`src/rcr_pkg.sv`:
```
// Constants shared by the clock/calendar core and its advance logic.
package rcr_pkg;
  // Register offsets.
  localparam logic [6:0] OFF_SEC     = 7'h00;
  localparam logic [6:0] OFF_SEC_ALM = 7'h01;
  localparam logic [6:0] OFF_MIN     = 7'h02;
  localparam logic [6:0] OFF_MIN_ALM = 7'h03;
  localparam logic [6:0] OFF_HR      = 7'h04;
  localparam logic [6:0] OFF_HR_ALM  = 7'h05;
  localparam logic [6:0] OFF_WDAY    = 7'h06;
  localparam logic [6:0] OFF_DATE    = 7'h07;
  localparam logic [6:0] OFF_MON     = 7'h08;
  localparam logic [6:0] OFF_YR      = 7'h09;
  localparam logic [6:0] OFF_CTRL_A  = 7'h0A;
  localparam logic [6:0] OFF_CTRL_B  = 7'h0B;
  localparam logic [6:0] OFF_STAT_C  = 7'h0C;
  localparam logic [6:0] OFF_STAT_D  = 7'h0D;
  localparam logic [6:0] OFF_RAM     = 7'h0E;
  localparam int         RAM_WORDS   = 114;
  // Index of each time byte in the time array, with its offset and reset value.
  localparam int IDX_SEC  = 0;
  localparam int IDX_MIN  = 1;
  localparam int IDX_HR   = 2;
  localparam int IDX_WDAY = 3;
  localparam int IDX_DATE = 4;
  localparam int IDX_MON  = 5;
  localparam int IDX_YR   = 6;
  localparam logic [6:0] TIME_OFF [7] = '{7'h00, 7'h02, 7'h04, 7'h06, 7'h07, 7'h08, 7'h09};
  localparam logic [7:0] TIME_RST [7] = '{8'h00, 8'h00, 8'h00, 8'h01, 8'h01, 8'h01, 8'h00};
  localparam logic [6:0] ALM_OFF  [3] = '{7'h01, 7'h03, 7'h05};
  // Control register B bits.
  localparam int B_SET = 7;
  localparam int B_PER_IE  = 6;
  localparam int B_ALM_IE  = 5;
  localparam int B_UPD_IE  = 4;
  localparam int B_FMT_BIN = 2;
  localparam int B_H24 = 1;
  localparam int HR_PM_BIT = 7;
  // Divider control patterns that run and reset the clock, and the alarm don't-care code.
  localparam logic [2:0] DV_RUN   = 3'h2;
  localparam logic [1:0] DV_RESET = 2'h3;
  localparam logic [1:0] ALM_DC   = 2'h3;
  // Field limits in BCD and binary.
  localparam logic [7:0] SEC_MAX_BCD  = 8'h59;
  localparam logic [7:0] SEC_MAX_BIN  = 8'h3B;
  localparam logic [7:0] H24_MAX_BCD  = 8'h23;
  localparam logic [7:0] H24_MAX_BIN  = 8'h17;
  localparam logic [7:0] H12_MAX_BCD  = 8'h12;
  localparam logic [7:0] H12_MAX_BIN  = 8'h0C;
  localparam logic [7:0] H11_BCD      = 8'h11;
  localparam logic [7:0] H11_BIN      = 8'h0B;
  localparam logic [7:0] WDAY_MAX     = 8'h07;
  localparam logic [7:0] MON_MAX_BCD  = 8'h12;
  localparam logic [7:0] MON_MAX_BIN  = 8'h0C;
  localparam logic [7:0] YR_MAX_BCD   = 8'h99;
  localparam logic [7:0] YR_MAX_BIN   = 8'h63;
  // Timing.
  localparam int unsigned CLK_HZ = 100_000_000;
  localparam int unsigned OSC_HZ = 32768;
  localparam int unsigned POWER_UP_RECOVERY_DELAY_MS = 200;
  localparam int unsigned REC_CYCLES_DEF = POWER_UP_RECOVERY_DELAY_MS * (CLK_HZ / 1000);
  localparam int unsigned PENDING_LEAD_US = 244;
  localparam int unsigned PENDING_LEAD_TICKS = (PENDING_LEAD_US * OSC_HZ + 999_999) / 1_000_000;
endpackage

```
`src/rcr_adv_if.sv`:
```
// Bundle between the register core and the once-per-second advance logic.
`timescale 1ns/1ps
`default_nettype none
interface rcr_adv_if;
  logic [7:0] cur [7];
  logic [7:0] nxt [7];
  logic       bin_mode;
  logic       h24;
  logic       midnight;
  modport calc (input cur, input bin_mode, input h24, output nxt, output midnight);
  modport core (output cur, output bin_mode, output h24, input nxt, input midnight);
endinterface
`default_nettype wire

```
`src/rcr_time_advance.sv`:
```
// Next-second values of the seven time and calendar bytes.
`timescale 1ns/1ps
`default_nettype none
module rcr_time_advance (
  rcr_adv_if.calc adv
);
  function automatic logic [7:0] step(input logic [7:0] v, input logic [7:0] mx,
                                      input logic [7:0] mn, input logic bin);
    if (v == mx)
      step = mn;
    else if (!bin && v[3:0] == 4'h9)
      step = {v[7:4] + 4'h1, 4'h0};
    else
      step = v + 8'h01;
  endfunction

  logic       bin;
  logic [7:0] sec_max;
  logic [7:0] hr;
  logic [7:0] hv;
  logic [7:0] h12_max;
  logic [7:0] h11;
  logic [7:0] h24_max;
  logic [7:0] hr_nxt;
  logic       hr_wrap;
  logic [3:0] mnum;
  logic       leap;
  logic [7:0] days;
  logic [7:0] dmax;
  logic [7:0] mon_max;
  logic       c_sec;
  logic       c_min;
  logic       c_date;
  logic       c_mon;

  always_comb
  begin
    bin     = adv.bin_mode;
    sec_max = bin ? rcr_pkg::SEC_MAX_BIN : rcr_pkg::SEC_MAX_BCD;
    h12_max = bin ? rcr_pkg::H12_MAX_BIN : rcr_pkg::H12_MAX_BCD;
    h11     = bin ? rcr_pkg::H11_BIN : rcr_pkg::H11_BCD;
    h24_max = bin ? rcr_pkg::H24_MAX_BIN : rcr_pkg::H24_MAX_BCD;
    mon_max = bin ? rcr_pkg::MON_MAX_BIN : rcr_pkg::MON_MAX_BCD;
    hr      = adv.cur[rcr_pkg::IDX_HR];
    hv      = {1'b0, hr[6:0]};
    if (adv.h24)
    begin
      hr_nxt  = step(hr, h24_max, 8'h00, bin);
      hr_wrap = (hr == h24_max);
    end
    else
    begin
      // The PM flag flips going from 11 to 12; 11 PM to 12 AM is midnight.
      hr_nxt = (hv == h12_max) ? 8'h01 : step(hv, h12_max, 8'h01, bin);
      hr_nxt[rcr_pkg::HR_PM_BIT] = hr[rcr_pkg::HR_PM_BIT] ^ (hv == h11);
      hr_wrap = hr[rcr_pkg::HR_PM_BIT] && (hv == h11);
    end
    // Month length with leap years taken as every year divisible by four.
    mnum = adv.cur[rcr_pkg::IDX_MON][3:0];
    if (!bin && adv.cur[rcr_pkg::IDX_MON][4])
      mnum = adv.cur[rcr_pkg::IDX_MON][3:0] + 4'hA;
    if (bin)
      leap = (adv.cur[rcr_pkg::IDX_YR][1:0] == 2'h0);
    else if (adv.cur[rcr_pkg::IDX_YR][4])
      leap = (adv.cur[rcr_pkg::IDX_YR][3:0] == 4'h2) || (adv.cur[rcr_pkg::IDX_YR][3:0] == 4'h6);
    else
      leap = (adv.cur[rcr_pkg::IDX_YR][3:0] == 4'h0) || (adv.cur[rcr_pkg::IDX_YR][3:0] == 4'h4)
          || (adv.cur[rcr_pkg::IDX_YR][3:0] == 4'h8);
    unique case (mnum)
      4'h2:                      days = leap ? 8'h1D : 8'h1C;
      4'h4, 4'h6, 4'h9, 4'hB:    days = 8'h1E;
      default:                   days = 8'h1F;
    endcase
    // In BCD, 28 and 29 are the binary value plus 12, while 30 and 31 are plus 18.
    dmax   = bin ? days : days + ((days >= 8'h1E) ? 8'h12 : 8'h0C);
    c_sec  = (adv.cur[rcr_pkg::IDX_SEC] == sec_max);
    c_min  = c_sec && (adv.cur[rcr_pkg::IDX_MIN] == sec_max);
    adv.midnight = c_min && hr_wrap;
    c_date = adv.midnight && (adv.cur[rcr_pkg::IDX_DATE] == dmax);
    c_mon  = c_date && (adv.cur[rcr_pkg::IDX_MON] == mon_max);
    // Each byte steps in the selected encoding, carrying upward.
    adv.nxt[rcr_pkg::IDX_SEC] = step(adv.cur[rcr_pkg::IDX_SEC], sec_max, 8'h00, bin);
    adv.nxt[rcr_pkg::IDX_MIN] = c_sec ? step(adv.cur[rcr_pkg::IDX_MIN], sec_max, 8'h00, bin)
                                      : adv.cur[rcr_pkg::IDX_MIN];
    adv.nxt[rcr_pkg::IDX_HR]  = c_min ? hr_nxt : hr;
    // Day of week runs 1 to 7 and steps at midnight.
    adv.nxt[rcr_pkg::IDX_WDAY] = adv.midnight
        ? step(adv.cur[rcr_pkg::IDX_WDAY], rcr_pkg::WDAY_MAX, 8'h01, bin)
        : adv.cur[rcr_pkg::IDX_WDAY];
    adv.nxt[rcr_pkg::IDX_DATE] = adv.midnight
        ? step(adv.cur[rcr_pkg::IDX_DATE], dmax, 8'h01, bin) : adv.cur[rcr_pkg::IDX_DATE];
    adv.nxt[rcr_pkg::IDX_MON] = c_date
        ? step(adv.cur[rcr_pkg::IDX_MON], mon_max, 8'h01, bin) : adv.cur[rcr_pkg::IDX_MON];
    adv.nxt[rcr_pkg::IDX_YR] = c_mon
        ? step(adv.cur[rcr_pkg::IDX_YR], bin ? rcr_pkg::YR_MAX_BIN : rcr_pkg::YR_MAX_BCD,
               8'h00, bin)
        : adv.cur[rcr_pkg::IDX_YR];
  end
endmodule
`default_nettype wire

```
`src/rcr_core.sv`:
```
// Clock/calendar register core with alarm, divider chain and power-up access gate.
//
// Chosen here: the strobed register port.
`timescale 1ns/1ps
`default_nettype none
module rcr_core #(
  parameter int unsigned REC_CYCLES = rcr_pkg::REC_CYCLES_DEF,
  parameter int unsigned TICKS      = rcr_pkg::OSC_HZ
) (
  input  wire logic       clk_i,
  input  wire logic       rst_n_i,
  input  wire logic [6:0] addr_i,
  input  wire logic [7:0] wdata_i,
  input  wire logic       wr_i,
  input  wire logic       rd_i,
  input  wire logic       osc_32k_i,
  input  wire logic       vcc_ok_i,
  input  wire logic       backup_supply_ok_i,
  output logic      [7:0] rdata_o,
  output logic            irq_n_o,
  output logic            access_ok_o
);
  localparam int DW = $clog2(TICKS);

  logic [7:0] time_reg  [7];
  logic [7:0] alarm_reg [3];
  logic [7:0] ram       [rcr_pkg::RAM_WORDS];
  logic [6:0] ctrl_a_reg;
  logic [7:0] ctrl_b_reg;
  logic       alarm_match_flag;
  logic       update_end_flag;
  logic       update_pending_flag;
  logic [DW-1:0] div_cnt;
  logic [31:0] rec_cnt;
  logic       rec_busy;
  logic       access_reg;
  logic       cmp_pend;
  logic       osc_s1;
  logic       osc_s2;
  logic       osc_s3;
  logic       vcc_s1;
  logic       vcc_s2;
  logic       vcc_s3;
  logic       bak_s1;
  logic       backup_valid_flag;
  logic [7:0] rdata_reg;
  logic       irq_n_reg;

  logic       wr_ok;
  logic       rd_ok;
  logic       osc_edge;
  logic       run;
  logic       osc_on;
  logic       upd;
  logic       vcc_rise;
  logic       osc_set;
  logic       dv_start;
  logic       rd_stat_c;
  logic       alarm_hit;
  logic       any_irq_flag;
  logic [6:0] ram_idx;
  logic [7:0] rd_val;

  rcr_adv_if adv ();

  rcr_time_advance u_adv (
    .adv (adv)
  );

  assign adv.bin_mode = ctrl_b_reg[rcr_pkg::B_FMT_BIN];
  assign adv.h24      = ctrl_b_reg[rcr_pkg::B_H24];

  // Host access is dropped while the main supply is low; counting never is.
  assign wr_ok     = wr_i && access_reg;
  assign rd_ok     = rd_i && access_reg;
  assign rd_stat_c = rd_ok && (addr_i == rcr_pkg::OFF_STAT_C);
  assign osc_edge  = osc_s2 && !osc_s3;
  assign run       = (ctrl_a_reg[6:4] == rcr_pkg::DV_RUN);
  assign osc_on    = run || (ctrl_a_reg[6:5] == rcr_pkg::DV_RESET);
  assign vcc_rise  = vcc_s2 && !vcc_s3;
  assign osc_set   = vcc_rise && !osc_on;
  assign dv_start  = (wr_ok && (addr_i == rcr_pkg::OFF_CTRL_A)
                      && (wdata_i[6:4] == rcr_pkg::DV_RUN) && !run) || osc_set;
  // One update a second, held off while the inhibit bit is set.
  assign upd = run && osc_edge && (div_cnt == DW'(TICKS - 1))
               && !ctrl_b_reg[rcr_pkg::B_SET];
  assign ram_idx = addr_i - rcr_pkg::OFF_RAM;

  // Pins from outside the clock domain pass two flip-flops before use.
  always_ff @(posedge clk_i)
  begin
    if (!rst_n_i)
    begin
      osc_s1 <= 1'b0;
      osc_s2 <= 1'b0;
      osc_s3 <= 1'b0;
      vcc_s1 <= 1'b0;
      vcc_s2 <= 1'b0;
      vcc_s3 <= 1'b0;
      bak_s1 <= 1'b0;
      backup_valid_flag <= 1'b0;
    end
    else
    begin
      osc_s1 <= osc_32k_i;
      osc_s2 <= osc_s1;
      osc_s3 <= osc_s2;
      vcc_s1 <= vcc_ok_i;
      vcc_s2 <= vcc_s1;
      vcc_s3 <= vcc_s2;
      bak_s1 <= backup_supply_ok_i;
      backup_valid_flag <= bak_s1;
    end
  end

  // Divider chain; a start from the reset pattern puts the first update a full second away, any other start half a second.
  always_ff @(posedge clk_i)
  begin
    if (!rst_n_i)
      div_cnt <= '0;
    else if (ctrl_a_reg[6:5] == rcr_pkg::DV_RESET)
      div_cnt <= '0;
    else if (dv_start)
      div_cnt <= DW'(TICKS / 2);
    else if (run && osc_edge)
      div_cnt <= (div_cnt == DW'(TICKS - 1)) ? '0 : div_cnt + 1'b1;
  end

  // The pending flag warns software shortly before an update lands.
  always_ff @(posedge clk_i)
  begin
    if (!rst_n_i)
      update_pending_flag <= 1'b0;
    else
      update_pending_flag <= run && !ctrl_b_reg[rcr_pkg::B_SET]
                             && (div_cnt >= DW'(TICKS - rcr_pkg::PENDING_LEAD_TICKS));
  end

  // Power-up gate: wait the recovery delay only if the clock was already running.
  always_ff @(posedge clk_i)
  begin
    if (!rst_n_i)
    begin
      access_reg <= 1'b0;
      rec_busy   <= 1'b0;
      rec_cnt    <= '0;
    end
    else if (!vcc_s2)
    begin
      access_reg <= 1'b0;
      rec_busy   <= 1'b0;
      rec_cnt    <= '0;
    end
    else if (vcc_rise)
    begin
      access_reg <= !run;
      rec_busy   <= run;
      rec_cnt    <= '0;
    end
    else if (rec_busy)
    begin
      if (rec_cnt == REC_CYCLES - 1)
      begin
        access_reg <= 1'b1;
        rec_busy   <= 1'b0;
      end
      else
        rec_cnt <= rec_cnt + 32'h1;
    end
  end

  // Time bytes: a host write to a byte wins over the update of that byte.
  for (genvar g = 0; g < 7; g++)
  begin : g_time
    assign adv.cur[g] = time_reg[g];
    always_ff @(posedge clk_i)
    begin
      if (!rst_n_i)
        time_reg[g] <= rcr_pkg::TIME_RST[g];
      else if (wr_ok && (addr_i == rcr_pkg::TIME_OFF[g]))
        time_reg[g] <= (g == rcr_pkg::IDX_SEC) ? {1'b0, wdata_i[6:0]} : wdata_i;
      else if (upd)
        time_reg[g] <= adv.nxt[g];
    end
  end

  // Alarm bytes and RAM are written only by the host and never reset.
  for (genvar g = 0; g < 3; g++)
  begin : g_alarm
    always_ff @(posedge clk_i)
    begin
      if (wr_ok && (addr_i == rcr_pkg::ALM_OFF[g]))
        alarm_reg[g] <= wdata_i;
    end
  end

  always_ff @(posedge clk_i)
  begin
    if (wr_ok && (addr_i >= rcr_pkg::OFF_RAM))
      ram[ram_idx] <= wdata_i;
  end

  // Control A: the top bit is status only; power-up may switch the oscillator on.
  always_ff @(posedge clk_i)
  begin
    if (!rst_n_i)
      ctrl_a_reg <= 7'h00;
    else if (osc_set)
      ctrl_a_reg[6:4] <= rcr_pkg::DV_RUN;
    else if (wr_ok && (addr_i == rcr_pkg::OFF_CTRL_A))
      ctrl_a_reg <= wdata_i[6:0];
  end

  // Control B: raising the inhibit bit also clears the update-end enable.
  always_ff @(posedge clk_i)
  begin
    if (!rst_n_i)
      ctrl_b_reg <= 8'h00;
    else if (wr_ok && (addr_i == rcr_pkg::OFF_CTRL_B))
    begin
      ctrl_b_reg <= wdata_i;
      if (wdata_i[rcr_pkg::B_SET] && !ctrl_b_reg[rcr_pkg::B_SET])
        ctrl_b_reg[rcr_pkg::B_UPD_IE] <= 1'b0;
    end
  end

  // Alarm compare runs one cycle after the update, on the new time.
  always_comb
  begin
    alarm_hit = 1'b1;
    for (int i = 0; i < 3; i++)
      if (alarm_reg[i][7:6] != rcr_pkg::ALM_DC && alarm_reg[i] != time_reg[i])
        alarm_hit = 1'b0;
  end

  always_ff @(posedge clk_i)
  begin
    if (!rst_n_i)
      cmp_pend <= 1'b0;
    else
      cmp_pend <= upd;
  end

  // Flags clear on a read of status C, but a new event in that cycle wins.
  always_ff @(posedge clk_i)
  begin
    if (!rst_n_i)
    begin
      alarm_match_flag <= 1'b0;
      update_end_flag  <= 1'b0;
    end
    else
    begin
      alarm_match_flag <= (cmp_pend && alarm_hit) || (alarm_match_flag && !rd_stat_c);
      update_end_flag  <= cmp_pend || (update_end_flag && !rd_stat_c);
    end
  end

  assign any_irq_flag = (alarm_match_flag && ctrl_b_reg[rcr_pkg::B_ALM_IE])
                     || (update_end_flag && ctrl_b_reg[rcr_pkg::B_UPD_IE]);

  always_ff @(posedge clk_i)
  begin
    if (!rst_n_i)
      irq_n_reg <= 1'b1;
    else
      irq_n_reg <= !any_irq_flag;
  end

  // Read mux; status C and D are composed here and cannot be written.
  always_comb
  begin
    rd_val = 8'h00;
    unique case (addr_i)
      rcr_pkg::OFF_SEC:     rd_val = time_reg[rcr_pkg::IDX_SEC];
      rcr_pkg::OFF_SEC_ALM: rd_val = alarm_reg[0];
      rcr_pkg::OFF_MIN:     rd_val = time_reg[rcr_pkg::IDX_MIN];
      rcr_pkg::OFF_MIN_ALM: rd_val = alarm_reg[1];
      rcr_pkg::OFF_HR:      rd_val = time_reg[rcr_pkg::IDX_HR];
      rcr_pkg::OFF_HR_ALM:  rd_val = alarm_reg[2];
      rcr_pkg::OFF_WDAY:    rd_val = time_reg[rcr_pkg::IDX_WDAY];
      rcr_pkg::OFF_DATE:    rd_val = time_reg[rcr_pkg::IDX_DATE];
      rcr_pkg::OFF_MON:     rd_val = time_reg[rcr_pkg::IDX_MON];
      rcr_pkg::OFF_YR:      rd_val = time_reg[rcr_pkg::IDX_YR];
      rcr_pkg::OFF_CTRL_A:  rd_val = {update_pending_flag, ctrl_a_reg};
      rcr_pkg::OFF_CTRL_B:  rd_val = ctrl_b_reg;
      rcr_pkg::OFF_STAT_C:  rd_val = {any_irq_flag, 1'b0, alarm_match_flag,
                                      update_end_flag, 4'h0};
      rcr_pkg::OFF_STAT_D:  rd_val = {backup_valid_flag, 7'h00};
      default:              rd_val = ram[ram_idx];
    endcase
  end

  // Read data stand for one cycle; a refused read returns zero.
  always_ff @(posedge clk_i)
  begin
    if (!rst_n_i)
      rdata_reg <= 8'h00;
    else
      rdata_reg <= rd_ok ? rd_val : 8'h00;
  end

  assign rdata_o     = rdata_reg;
  assign irq_n_o     = irq_n_reg;
  assign access_ok_o = access_reg;
endmodule
`default_nettype wire

```
`config.mk`:
```
export PLATFORM = sky130hd
export DESIGN_NAME = rcr_core
export DESIGN_NICKNAME = d
export VERILOG_FILES = /design/src/rcr_pkg.sv /design/src/rcr_adv_if.sv /design/src/rcr_time_advance.sv /design/src/rcr_core.sv
export SDC_FILE = /design/constraint.sdc
export NUM_CORES = 1
export LEC_CHECK = 0
export BUFFER_PORTS_ARGS = -buffer_cell sky130_fd_sc_hd__buf_2
export CAP_MARGIN = 20
export CORE_MARGIN = 8
export CORE_UTILIZATION = 35
export CTS_BUF_LIST = sky130_fd_sc_hd__clkbuf_16
export CTS_CLUSTER_SIZE = 16
export DETAILED_ROUTE_END_ITERATION = 16
export HOLD_SLACK_MARGIN = 0.05
export REMOVE_ABC_BUFFERS = 1
export SLEW_MARGIN = 20
export SYNTH_ARGS = -nofsm -noshare
export SYNTH_HDL_FRONTEND = slang
export SYNTH_SLANG_ARGS = --single-unit
```
`constraint.sdc`:
```
create_clock -name clk_i -period 3.9 [get_ports clk_i]
set_input_delay 0.78 -clock clk_i [delete_from_list [all_inputs] [get_ports clk_i]]
set_output_delay 0.78 -clock clk_i [all_outputs]
set_load 0.005 [all_outputs]
```
==> results.yml <==
power_and_ir_drop:
  power-per-cell-area_nw_per_um2: 467.7
  power.leakage_uw: 0.01742
  vdd_drop_max_uv: 343.0
synth:
  synth-seq-cells: 1077
  synthesis.area_per_instance_um2: 16.51
  synth-edff-count: 992
  yosys.cell_types.count: 86
  synth_warnings: 0
  netlist_area_um2: 45490
  asyncSetResetFlopFracSynth_pct: 0
  netlist_instances: 2756
  synth_seq_area_share_pct: 69.22
  synth_flop_cell: "edfxtp_1"
timing:
  grt_setup_unrepaired: "no"
  post-route-period-util_pct: 88.79
  final.hold.worst_slack_ns: 0.3022
  final_period_minus_worst_setup_slack_ns: 3.463
  timing_worst_slew_pin_value_ns: 1.081
  max_freq_mhz: 288.8
  maxSlewViolCount: 0
  finalHoldViolCount: 0
  setup_viol_count_final: 0
  tns_ns: 0
  worst_slew_margin_pct: 26.98
  finClkSkew_ns: 0.03082
route:
  dr_total_vias: 26140
  drt-vias-per-instance: 5.393
  route.antenna.remaining_nets: 0
  route.detailed.drc: 0
  first_pass_drt_iterations: 6
  wire_per_inst_um: 24.75
  routed_wirelength_um: 119900
  detailedRoute.firstIterationViolations: 2846
floorplanning:
  effective_utilization_at_floorplan_pct: 35.18
  dieHeight_um: 376.5
  fp.dieArea_um2: 141800
  dieWidth_um: 376.5
  floorplan.rows: 132
  core_area_um2: 129300
  io_pins: 32
setup_path:
  r2r-start: "time_reg[5][1]"
  timing.rr.end: "time_reg[5][2]"
  critPathLaunchType: "primary input"
  crit_path_cell_trace: "buf_2, inv_1, ha_4, buf_12, buf_4, mux2i_1, buf_4, o22ai_1, o21ai_0, nand3_1, o211a_1"
  max_stage_delay_ns: 0.70
  worst-path-stages: 11
  critical_path.most_common_cell: "buf_4"
  worst_path_required_time_ns: 4.49
  criticalPathCategory: "in2reg"
  worst-path-buf-inv: 5
  worst_setup_path_end_kind: "flip-flop"
  regToRegSetupSlack_ns: 0.59
  crit_path_top_delay_cell: "o21ai_0"
  arrival_ns: 4.05
  crit_path_max_fanout: 28
  cpLargestDelayFamily: "compound AO/OA/AOI/OAI gates"
  timing.reg2reg.worst_path_depth: 8
cts:
  clkLatencyLatePin_ns: 0.70
  tritoncts_num_sinks: 1077
  clock_tree.htree_level_count: 3
  cts_hold_repair.buffers: 0
  clk_pin_slew_worst_paths_ns: 0.07
  clock_path_buffers: 3
  ctsRootBufferMaster: "clkbuf_16"
  cts_tree: "yes"
  cts-resized-gates: 0
  postCtsSetupRepairBufs: 0
  cts_inserted_buffers: 109
run:
  cap_viol_max_count: 0
place:
  placement.io_buffers: 31
  gp_routability_congestion: 0.8852
  post-dp-hpwl_um: 78670
grt:
  number_of_antenna_violations_at_the_first_check_in_global_routing: 8
  grt_pass1_wl_um: 177500
  global_route.overflow_total: 0
  grt_start_max_net_pins: 85
  grt_use_total_pct: 16.54
  grt_pass1_vias: 25880
outcome:
  run_status: "complete, no violations"
worst_hold_path:
  worstHoldEndpoint: "bak_s1"
  min_from: "backup_supply_ok_i"
  min-delay-path-class: "in2reg"
  hold_depth: 2
layout:
  post_route_cells_drive_above_1_share_pct: 23.61
  nets: 3068
  areaGrowthSynthToFinish_pct: 16.30
  largest_register_ffs: 912
  layout.filler_cells: 11620
final cells by class:
| cell class | instances | area [um^2] | share of cell area, % |
|---|---|---|---|
| inverter | 30 | 112.6 | 0.2128 |
| antenna | 3 | 7.507 | 0.01419 |
| multi-input combinational | 1499 | 13140 | 24.84 |
| sequential | 1077 | 31490 | 59.52 |
| clock inverter | 89 | 802.0 | 1.516 |
| timing repair buffer | 294 | 2370 | 4.479 |
| clock buffer | 112 | 2803 | 5.297 |
| tap | 1742 | 2180 | 4.120 |
Yosys cell counts, types with 4 or more instances:
cell type	instances	area share (%)
edfxtp_1	992	65
nand4_1	25	0.34
o21ai_1	6	0.066
nor4b_1	6	0.12
or3_1	9	0.12
nand2_1	165	1.4
o31ai_1	10	0.17
nand2b_1	10	0.14
buf_2	61	0.67
a31oi_1	10	0.14
or2_2	4	0.055
nor4_1	8	0.11
a21o_1	4	0.066
nand4b_1	6	0.12
xnor2_1	47	0.90
ha_1	35	0.96
buf_6	15	0.37
and3_1	25	0.34
o221ai_1	10	0.19
a22o_1	19	0.37
xor2_1	65	1.3
dfxtp_1	85	3.7
buf_1	11	0.091
o21ai_0	77	0.85
a221oi_1	5	0.096
o22ai_1	50	0.69
nor2_1	235	1.9
nor2b_1	9	0.12
nor3_1	19	0.21
o41ai_1	4	0.077
a22oi_1	28	0.46
nand3_1	63	0.69
mux4_2	203	10
nand3_2	4	0.088
mux2i_1	158	3.5
inv_1	30	0.25
mux2_2	26	0.64
buf_4	9	0.15
and2_1	16	0.22
o211ai_1	8	0.13
clkbuf_1	52	0.43
a21oi_1	55	0.61
logic make-up after synthesis:
group,Yosys count,synth area share [%]
multiplexers,387,14.17
AO/OA/AOI/OAI,325,4.717
flip-flops,1077,69.22
AND/OR/NAND/NOR,640,6.774
buffers and inverters,180,2.002
XOR/XNOR,112,2.156
adder cells (fa/ha/maj),35,0.9626
power breakdown:
group | internal [uW] | switching (uW)
Clock | 6070 | 4480
Sequential | 12600 | 53.6
Combinational | 564 | 961
Total | 19300 | 5490
how the worst max path moves through the flow:
stage	startpoint	to	slack, ns
2_1_floorplan	addr_i[1]	rdata_o[6]	-3.32
3_3_place_gp	addr_i[2]	rdata_o[1]	-0.31
3_5_place_dp	addr_i[2]	rdata_o[7]	-0.15
4_1_cts	time_reg[5][1]	time_reg[5][3]	0.56
5_1_grt	time_reg[5][1]	time_reg[5][3]	0.24
6_report	addr_i[2]	rdata_o[7]	0.44
worst reg2reg max path, delay by kind of cell (launching register included):
kind	cells	cell delay (ns)
flip-flops	1	0.52
adder cells (fa/ha/maj)	1	0.38
AND/OR/NAND/NOR	3	0.77
AO/OA/AOI/OAI	3	0.96
XOR/XNOR	1	0.29
cell usage in the layout, fill, tap and decap left out, drive strengths merged, types with 8 or more instances in the layout:
cell type | synthesis | routed
clkbuf | 53 | 112
edfxtp | 992 | 992
and3 | 25 | 25
nor2 | 238 | 238
mux4 | 203 | 203
nand2b | 11 | 11
a22o | 19 | 19
a31oi | 10 | 10
o31ai | 10 | 10
xor2 | 65 | 65
clkinv | 0 | 51
clkinvlp | 0 | 8
dfxtp | 85 | 85
or3 | 10 | 10
o221ai | 10 | 10
inv | 30 | 47
a21oi | 56 | 56
nor4 | 12 | 12
o22ai | 50 | 50
bufinv | 0 | 13
o21ai | 83 | 83
o211ai | 8 | 8
a22oi | 28 | 28
nand3 | 67 | 67
nor3 | 21 | 21
xnor2 | 47 | 47
ha | 35 | 35
and2 | 18 | 18
nand2 | 165 | 165
buf | 97 | 294
nand4 | 27 | 27
mux2i | 158 | 158
mux2 | 26 | 26
nor2b | 9 | 9
metrics by stage:
step | cells | worst slack, ns | area (um^2) | total power [uW] | utilization, %
4_1_cts | 4843 | 0.5600 | 52900 | 24950 | 40.91
6_report | 4846 | 0.4371 | 52910 | 24750 | 40.91
2_1_floorplan | 2606 | -3.319 | 44700 | 13650 | -
3_5_place_dp | 4642 | -0.1516 | 49290 | 14440 | 38.12
3_3_place_gp | 4642 | -0.3127 | 49280 | 14430 | 38.11
5_1_grt | 4843 | 0.2430 | 52900 | 25440 | 40.91
metal layers:
metal	routed length, um	up-vias	track usage (%)
li1	-	11400	-
met4	2748	6	4.130
met3	9916	184	3.742
met5	46	-	0
met2	54570	1073	25.58
met1	52650	13470	23.68
Power figures use the tool's default switching activity.
